===== config.mk =====
export PLATFORM = sky130hd
export DESIGN_NAME = rnt_top
export DESIGN_NICKNAME = d
export VERILOG_FILES = /design/src/design/rnt_pkg.sv /design/src/design/rnt_spr_check.sv /design/src/design/rnt_top.sv
export VERILOG_INCLUDE_DIRS = /design/src /design/src/design
export SDC_FILE = /design/constraint.sdc
export NUM_CORES = 1
export LEC_CHECK = 0
export ABC_AREA = 1
export BUFFER_PORTS_ARGS = -buffer_cell sky130_fd_sc_hd__buf_2
export CAP_MARGIN = 20
export CORE_UTILIZATION = 45
export CTS_BUF_LIST = sky130_fd_sc_hd__clkbuf_4 sky130_fd_sc_hd__clkbuf_8 sky130_fd_sc_hd__clkbuf_16
export DETAILED_ROUTE_END_ITERATION = 8
export MAX_ROUTING_LAYER = met4
export PLACE_DENSITY = 0.74
export SYNTH_ARGS = -nofsm -noshare
export SYNTH_HDL_FRONTEND = slang
export SYNTH_HIERARCHICAL = 1
export SYNTH_SLANG_ARGS = --single-unit
export TNS_END_PERCENT = 20

===== constraint.sdc =====
create_clock -name core_clk -period 6.1 [get_ports core_clk]
set_input_delay 1.22 -clock core_clk [delete_from_list [all_inputs] [get_ports core_clk]]
set_output_delay 1.22 -clock core_clk [all_outputs]
set_load 0.1 [all_outputs]

===== src/design/rnt_consts.svh =====
// Constants for register number translation and special register checks.
// Assumes inclusion by bare name from the design files.
`ifndef RNT_CONSTS_SVH
`define RNT_CONSTS_SVH

// ****************************************
// Register number space
// ****************************************
`define RNT_NUM_W        8
`define RNT_GLOBAL_COUNT 64
`define RNT_LOCAL_COUNT  128
`define RNT_IND_NUM      8'h00
`define RNT_SP_NUM       8'h01

// ****************************************
// Field positions
// ****************************************
`define RNT_SP_MSB       8
`define RNT_SP_LSB       2
`define RNT_PTR_MSB      9
`define RNT_PTR_LSB      2
`define RNT_BANK_MSB     7
`define RNT_BANK_LSB     4

// ****************************************
// Special register map and ranges
// ****************************************
`define RNT_SPR_RESULT_PTR 8'h80
`define RNT_SPR_FIRST_PTR  8'h81
`define RNT_SPR_SECOND_PTR 8'h82
`define RNT_SPR_OPEN_LO    8'h80
`define RNT_SPR_OPEN_HI    8'h9F

// ****************************************
// Reset values and timing
// ****************************************
`define RNT_PTR_RESET    8'h00
`define RNT_SP_RESET     7'h00
`define RNT_UPD_DELAY    2

`endif


===== src/design/rnt_pkg.sv =====
// Types shared by the register number translation design.
// Assumes nothing beyond a SystemVerilog compiler.
package rnt_pkg;

   // ****************************************
   // Special register access classes
   // ****************************************
   typedef enum logic [1:0] {
      RNT_SPR_SUPER,
      RNT_SPR_OPEN,
      RNT_SPR_VIRT
   } rnt_spr_class_t;

endpackage : rnt_pkg


===== src/design/rnt_spr_check.sv =====
// Special register number classifier and protection trap decision.
// Assumes a registered caller; this module is purely combinational.
`timescale 1ns/100ps
`include "rnt_consts.svh"

module rnt_spr_check (
   input  wire logic [7:0]          spr_num,
   input  wire logic                spr_user,
   output rnt_pkg::rnt_spr_class_t  spr_class,
   output logic                     spr_trap
);

   // ****************************************
   // Range decode
   // ****************************************
   always_comb begin
      if (spr_num < `RNT_SPR_OPEN_LO) begin
         spr_class = rnt_pkg::RNT_SPR_SUPER;
      end else if (spr_num <= `RNT_SPR_OPEN_HI) begin
         spr_class = rnt_pkg::RNT_SPR_OPEN;
      end else begin
         spr_class = rnt_pkg::RNT_SPR_VIRT;
      end
   end

   // ****************************************
   // Trap decision
   // ****************************************
   always_comb begin
      case (spr_class)
         rnt_pkg::RNT_SPR_SUPER: spr_trap = spr_user;   // [RL10]
         rnt_pkg::RNT_SPR_OPEN:  spr_trap = 1'h0;       // [RL11]
         rnt_pkg::RNT_SPR_VIRT:  spr_trap = 1'h1;       // [RL12]
         default:                spr_trap = 1'h1;
      endcase
   end

endmodule : rnt_spr_check


===== src/design/rnt_top.sv =====
// Register number translation, indirect pointers and special register access.
// Assumes decoder and pipeline share core_clk and all inputs are synchronous.
//
// Overview of operation
// [RL1] Register number MSB selects global or local
// [RL2] Global numbers pass through unchanged
// [RL3] Local: add stack pointer bits 8-2, force MSB
// [RL4] Unbacked globals still get bank protection check
// [RL5] Field value zero uses its indirect pointer
// [RL6] Stack shadow updates only from arithmetic/logical writes
// [RL7] Stack pointer change takes effect after delay
// [RL8] Reserved bits read zero, writes ignored
// [RL9] Special registers selected only by direct number
// [RL10] Specials 0-127 supervisor only, else trap
// [RL11] Specials 128-159 open to both modes
// [RL12] Specials 160-255 always trap
// [RL13] Unimplemented open special writes change nothing
// [RL14] Three independent absolute 8-bit indirect pointers
// [RL15] Pointer loading instruction classes
// [RL16] Move-to-special loads pointer from bits 9-2
// [RL17] Other setters load all three translated numbers
// [RL18] Non-move pointer loads get bank protection check
// [RL19] New values apply after parameterised delay
`timescale 1ns/100ps
`include "rnt_consts.svh"

module rnt_top #(
   parameter int UPD_DELAY = `RNT_UPD_DELAY
) (
   input  wire logic        core_clk,
   input  wire logic        rst_b,
   input  wire logic        dec_valid,
   input  wire logic [7:0]  dec_field_a,
   input  wire logic [7:0]  dec_field_b,
   input  wire logic [7:0]  dec_field_c,
   input  wire logic        dec_user,
   input  wire logic [15:0] bank_protect_reg,
   input  wire logic        sp_wr_valid,
   input  wire logic        sp_wr_alu,
   input  wire logic [31:0] sp_wr_data,
   input  wire logic        ptr_set_valid,
   input  wire logic        spr_valid,
   input  wire logic        spr_write,
   input  wire logic [7:0]  spr_num,
   input  wire logic [31:0] spr_wdata,
   input  wire logic        spr_user,
   output logic [7:0]       abs_a,
   output logic [7:0]       abs_b,
   output logic [7:0]       abs_c,
   output logic             abs_valid,
   output logic             bank_viol,
   output logic             ptr_bank_viol,
   output logic [31:0]      spr_rdata,
   output logic             spr_trap,
   output logic             spr_done
);

   // ****************************************
   // Reset release
   // ****************************************
   logic rst_meta;
   logic rst_q;

   always_ff @(posedge core_clk or negedge rst_b) begin
      if (!rst_b) begin
         rst_meta <= 1'h0;
         rst_q    <= 1'h0;
      end else begin
         rst_meta <= 1'h1;
         rst_q    <= rst_meta;
      end
   end

   // ****************************************
   // Helpers
   // ****************************************
   function automatic logic [7:0] xlate(input logic [7:0] rn, input logic [6:0] sp,
                                        input logic [7:0] ip);
      if (rn == `RNT_IND_NUM) begin
         xlate = ip;                                     // [RL5] [RL14]
      end else if (rn[7]) begin
         xlate = {1'h1, 7'(rn[6:0] + sp)};               // [RL1] [RL3]
      end else begin
         xlate = rn;                                     // [RL1] [RL2]
      end
   endfunction : xlate

   // Bank granularity is sixteen registers per protect bit
   function automatic logic bank_hit(input logic [7:0] n, input logic user,
                                     input logic [15:0] prot);
      bank_hit = user & prot[n[`RNT_BANK_MSB:`RNT_BANK_LSB]];
   endfunction : bank_hit

   // ****************************************
   // Special register classification
   // ****************************************
   rnt_pkg::rnt_spr_class_t spr_class;
   logic                    spr_trap_c;

   // Only the instruction's own number field reaches this check [RL9]
   rnt_spr_check u_check (
      .spr_num   (spr_num),
      .spr_user  (spr_user),
      .spr_class (spr_class),
      .spr_trap  (spr_trap_c)
   );

   // ****************************************
   // State
   // ****************************************
   logic [6:0] eff_sp;
   logic [7:0] eff_ptr [3];
   logic [7:0] arch_ptr [3];
   logic       sp_pipe_v [UPD_DELAY];
   logic [6:0] sp_pipe_d [UPD_DELAY];
   logic [2:0] ptr_pipe_m [UPD_DELAY];
   logic [7:0] ptr_pipe_d [UPD_DELAY][3];

   logic [6:0] next_eff_sp;
   logic [7:0] next_eff_ptr [3];
   logic [7:0] next_arch_ptr [3];
   logic       next_sp_pipe_v [UPD_DELAY];
   logic [6:0] next_sp_pipe_d [UPD_DELAY];
   logic [2:0] next_ptr_pipe_m [UPD_DELAY];
   logic [7:0] next_ptr_pipe_d [UPD_DELAY][3];

   logic [7:0]  next_abs_a;
   logic [7:0]  next_abs_b;
   logic [7:0]  next_abs_c;
   logic        next_abs_valid;
   logic        next_bank_viol;
   logic        next_ptr_bank_viol;
   logic [31:0] next_spr_rdata;
   logic        next_spr_trap;
   logic        next_spr_done;

   // Pointer index 0 = result, 1 = first source, 2 = second source
   logic [7:0] set_val [3];
   logic [2:0] set_mask;
   logic       spr_wr_ok;

   // ****************************************
   // Next state
   // ****************************************
   always_comb begin
      next_abs_a = xlate(dec_field_a, eff_sp, eff_ptr[1]);
      next_abs_b = xlate(dec_field_b, eff_sp, eff_ptr[2]);
      next_abs_c = xlate(dec_field_c, eff_sp, eff_ptr[0]);
      next_abs_valid = dec_valid;
      next_bank_viol = dec_valid & (bank_hit(next_abs_a, dec_user, bank_protect_reg) |
                                    bank_hit(next_abs_b, dec_user, bank_protect_reg) |
                                    bank_hit(next_abs_c, dec_user, bank_protect_reg)); // [RL4]

      // Pointer sources: setter instructions win over a same-cycle move
      spr_wr_ok = spr_valid & spr_write & ~spr_trap_c;
      set_mask  = 3'h0;
      for (int i = 0; i < 3; i++) begin
         set_val[i] = spr_wdata[`RNT_PTR_MSB:`RNT_PTR_LSB];          // [RL16]
      end
      if (ptr_set_valid) begin
         set_mask   = 3'h7;                                          // [RL15] [RL17]
         set_val[0] = next_abs_c;
         set_val[1] = next_abs_a;
         set_val[2] = next_abs_b;
      end else if (spr_wr_ok) begin
         // Other open numbers have no storage, so the write is dropped [RL13]
         set_mask[0] = (spr_num == `RNT_SPR_RESULT_PTR);             // [RL15]
         set_mask[1] = (spr_num == `RNT_SPR_FIRST_PTR);
         set_mask[2] = (spr_num == `RNT_SPR_SECOND_PTR);
      end
      next_ptr_bank_viol = ptr_set_valid & (bank_hit(next_abs_a, dec_user, bank_protect_reg) |
                                            bank_hit(next_abs_b, dec_user, bank_protect_reg) |
                                            bank_hit(next_abs_c, dec_user, bank_protect_reg)); // [RL18]

      for (int i = 0; i < 3; i++) begin
         next_arch_ptr[i] = set_mask[i] ? set_val[i] : arch_ptr[i];  // [RL14]
      end

      // Delay lines: effect reaches decoding only after UPD_DELAY stages
      next_sp_pipe_v[0]  = sp_wr_valid & sp_wr_alu;                  // [RL6]
      next_sp_pipe_d[0]  = sp_wr_data[`RNT_SP_MSB:`RNT_SP_LSB];
      next_ptr_pipe_m[0] = set_mask;
      for (int i = 0; i < 3; i++) begin
         next_ptr_pipe_d[0][i] = set_val[i];
      end
      for (int s = 1; s < UPD_DELAY; s++) begin
         next_sp_pipe_v[s]  = sp_pipe_v[s-1];                        // [RL7] [RL19]
         next_sp_pipe_d[s]  = sp_pipe_d[s-1];
         next_ptr_pipe_m[s] = ptr_pipe_m[s-1];
         for (int i = 0; i < 3; i++) begin
            next_ptr_pipe_d[s][i] = ptr_pipe_d[s-1][i];
         end
      end
      next_eff_sp = sp_pipe_v[UPD_DELAY-1] ? sp_pipe_d[UPD_DELAY-1] : eff_sp; // [RL7]
      for (int i = 0; i < 3; i++) begin
         next_eff_ptr[i] = ptr_pipe_m[UPD_DELAY-1][i] ? ptr_pipe_d[UPD_DELAY-1][i]
                                                      : eff_ptr[i];  // [RL16] [RL19]
      end

      // Reads: pointer fields in bits 9-2, all else zero [RL8]
      next_spr_rdata = 32'h0000_0000;
      if (spr_valid & ~spr_write & ~spr_trap_c) begin
         case (spr_num)
            `RNT_SPR_RESULT_PTR: next_spr_rdata[`RNT_PTR_MSB:`RNT_PTR_LSB] = arch_ptr[0];
            `RNT_SPR_FIRST_PTR:  next_spr_rdata[`RNT_PTR_MSB:`RNT_PTR_LSB] = arch_ptr[1];
            `RNT_SPR_SECOND_PTR: next_spr_rdata[`RNT_PTR_MSB:`RNT_PTR_LSB] = arch_ptr[2];
            default:             next_spr_rdata = 32'h0000_0000;
         endcase
      end
      next_spr_trap = spr_valid & spr_trap_c;                        // [RL10] [RL12]
      next_spr_done = spr_valid;
   end

   // ****************************************
   // Registers
   // ****************************************
   always_ff @(posedge core_clk or negedge rst_q) begin
      if (!rst_q) begin
         eff_sp        <= `RNT_SP_RESET;
         abs_a         <= 8'h00;
         abs_b         <= 8'h00;
         abs_c         <= 8'h00;
         abs_valid     <= 1'h0;
         bank_viol     <= 1'h0;
         ptr_bank_viol <= 1'h0;
         spr_rdata     <= 32'h0000_0000;
         spr_trap      <= 1'h0;
         spr_done      <= 1'h0;
         for (int i = 0; i < 3; i++) begin
            eff_ptr[i]  <= `RNT_PTR_RESET;
            arch_ptr[i] <= `RNT_PTR_RESET;
         end
         for (int s = 0; s < UPD_DELAY; s++) begin
            sp_pipe_v[s]  <= 1'h0;
            sp_pipe_d[s]  <= `RNT_SP_RESET;
            ptr_pipe_m[s] <= 3'h0;
            for (int i = 0; i < 3; i++) begin
               ptr_pipe_d[s][i] <= `RNT_PTR_RESET;
            end
         end
      end else begin
         eff_sp        <= next_eff_sp;
         abs_a         <= next_abs_a;
         abs_b         <= next_abs_b;
         abs_c         <= next_abs_c;
         abs_valid     <= next_abs_valid;
         bank_viol     <= next_bank_viol;
         ptr_bank_viol <= next_ptr_bank_viol;
         spr_rdata     <= next_spr_rdata;
         spr_trap      <= next_spr_trap;
         spr_done      <= next_spr_done;
         eff_ptr       <= next_eff_ptr;
         arch_ptr      <= next_arch_ptr;
         sp_pipe_v     <= next_sp_pipe_v;
         sp_pipe_d     <= next_sp_pipe_d;
         ptr_pipe_m    <= next_ptr_pipe_m;
         ptr_pipe_d    <= next_ptr_pipe_d;
      end
   end
endmodule : rnt_top


==> run summary <==
DIE
----------------------------------------------------------------------------
# IOs                                                                    183
Area of the die                                                 17,470 sq um
Floorplan row count                                                       47
Height of the chip                                                  132.2 um
Placeable core area                                             16,580 sq um
Effective utilization at floorplan                                    0.4597
Overall die width                                                   132.2 um

CELLS AND AREA
----------------------------------------------------------------------------
Area taken by multi-input logic gates                             2851 sq um
Top library cells by usage in the layout, fill and taps aside   nand2_1 (230), dfrtp_1 (163), inv_1 (116)
Final-stage net count                                                  1,101
Area growth from synthesis to layout                                  16.43%
Most common cell after layout, fill and taps aside                   nand2_1
Fraction of layout cells with a size suffix above 1                   0.1971
Number of filler cells placed in the layout                            1,519
Antenna diode count                                                        0
Sequential standard cell area                                     4108 sq um

CLOCK TREE
----------------------------------------------------------------------------
Clock sink count                                                         164
Number of buffers inserted to repair setup after CTS                       0
Count of H-tree levels built during CTS                                    4
TritonCTS clock tree                                                     yes
CTS clock-pin slew for the worst setup and hold paths                0.06 ns
Gates resized, CTS repair                                                  0
Library cell used as clock root buffer                             clkbuf_16
Number of clock buffers inserted by TritonCTS                             17
Number of buffers on the longest clock path                                2
Clk Latency, worst-skew pair                                         0.43 ns
Hold-fix buffer count after cts                                            0

GRT
----------------------------------------------------------------------------
Antenna violations before repair                                           0
Overall overflow remaining after global route                              0
GRT Total Usage                                                       0.2212
Wire length of the first global-routing pass                        28.35 mm
Via count of the first global-routing pass                             5,486
Maximum number of pins on one net before global-route repair              82

STA
----------------------------------------------------------------------------
Setup repair after global routing missed its margin                    false
Hold Vio Cnt, Final                                                        0
Slew @ Worst Pin                                                   0.6150 ns
Final worst path period share                                         0.5183
Setup TNS                                                               0 ns
Setup violation total in the final timing report                           0
Count of final max-slew check failures                                     0
Maximum frequency from static timing analysis                      316.3 MHz
Final critical path time including I/O delays and setup             3.162 ns
Final setup slack of the worst path                                 2.938 ns
Layout Skew                                                      0.008663 ns
Rel. slew slack                                                       0.5856
Worst hold slack                                                   0.2651 ns

PWR
----------------------------------------------------------------------------
Switching Share                                                       0.3424
Peak ir drop on the vdd network                                    0.2476 mV
Switching power of the nets                                          1061 uW
Power Internal                                                       2037 uW
Clock share of power                                                   0.348
Fraction of power consumed by combinational cells                      0.245
Power after layout                                                   3098 uW
Proportion of power drawn by flip-flops and latches                    0.407
Power density normalized to cell area                           349.1 nW/um^2
Leakage power figure                                             0.004663 uW

WORST SETUP PATH
----------------------------------------------------------------------------
Top Family by Delay on Critical Path                            simple AND/OR/NAND/NOR gates
Data arrival time of the critical path                               3.45 ns
Worst path most repeated cell                                        nand2_1
Cell chain of the critical path                                 buf_2 > ha_1 > inv_1 > fa_1 > inv_1 > nand2_1 > nand2_1 > nand2_1 > nand2_1 > nand3_2 > nand2_4 > nand2_1 > o21ai_1 > nand2_1 > nand3_1 > nand3_1 > nand2_1 > nand3_2 > nand2_2 > nor2_1
Type of the setup path with the least slack                        in -> reg
Slowest-stage cell, CP                                                  fa_1
Crit path buffers/inverters                                                3
Kind of capture point of the worst setup path                       register
Max FO, Critical Path                                                     15
CP startpoint kind                                                input port
Crit path required time                                              6.39 ns
Max stage delay on crit path                                         0.35 ns

DRT
----------------------------------------------------------------------------
DR vias/cell                                                           4.849
DRC violations left                                                        0
Number of nets still failing antenna checks after routing                  0
Via count of the routed design                                         5,765
Number of detailed-route iterations in the first pass                      5
Routed len/inst                                                     14.94 um
Number of DRC violations after detailed-routing iteration 0              448
WL final                                                            17.76 mm

PLACED DESIGN
----------------------------------------------------------------------------
I/O Buffers                                                              109
Worst slack at placement                                            2.528 ns
HPWL Detailed                                                       13.32 mm
Global placer's final weighted congestion                             0.9006

SYNTH
----------------------------------------------------------------------------
Cells after Synth                                                        844
Synth Area per Inst                                              9.033 sq um
Syn. warnings                                                              6
Mapped Area                                                       7624 sq um

JOB
----------------------------------------------------------------------------
Reported max-cap violation count                                           0

MIN PATH
----------------------------------------------------------------------------
Worst hold-check path type                                      reg -> async

OUTCOME
----------------------------------------------------------------------------
Run status                                                      finished, final reports clean

final cells by class:
cell class                 count  area share
clock buffer                  19     0.04962
inverter                     124     0.05272
clock inverter                11     0.01720
timing repair buffer         112     0.06541
sequential                   164      0.4628
tap                          220     0.03101
multi-input combinational    539      0.3213
state kept, by name (all words and copies together), names as in the netlist, 3 cells and up:
name / cells
arch_ptr: 24
next_ptr_pipe_m: 3
abs_a: 8
eff_ptr: 24
ptr_pipe_m: 3
abs_c: 8
sp_pipe_d: 7
spr_rdata: 8
ptr_pipe_d: 24
abs_b: 8
next_ptr_pipe_d: 24
eff_sp: 7
next_sp_pipe_d: 7
path summary, 6_finish.rpt:
kind                                     start              to  slack, ns  depth (start not counted)
min in group core_clk      next_ptr_pipe_d[19]  ptr_pipe_d[19]       0.34                          0
hold reg to reg                          rst_q   ptr_pipe_m[0]       0.27                          0
max in group asynchronous                rst_q     eff_ptr[14]       4.74                          2
setup / recovery                dec_field_a[0]   ptr_bank_viol       2.94                         20
setup reg to reg                     eff_sp[0]   ptr_bank_viol       3.33                         19
hold / removal                           rst_q   ptr_pipe_m[0]       0.27                          0
per-layer routing:
layer	wire length [um]	global-route usage
met5	0	-
met4	365	0.08269
met3	905	0.03960
met2	8620	0.3574
met1	7869	0.2778
metrics by stage:
| stage | instances | cell area, sq um | utilization |
|---|---|---|---|
| finish | 1189 | 8876 | 0.5352 |
| global route | 1189 | 8876 | 0.5352 |
| CTS | 1188 | 8856 | 0.5340 |
| detailed placement | 1158 | 8263 | 0.4983 |
| global placement | 1158 | 8263 | 0.4983 |
| floorplan | 867 | 7710 | - |
power groups by stage:
stage,clock [uW],sequential [uW],combinational [uW]
global placement,0,1280,747
detailed placement,0,1280,753
finish,1080,1260,760
global route,1140,1270,827
CTS,1100,1260,758
floorplan,0,1470,405
Power figures use the tool's default switching activity.
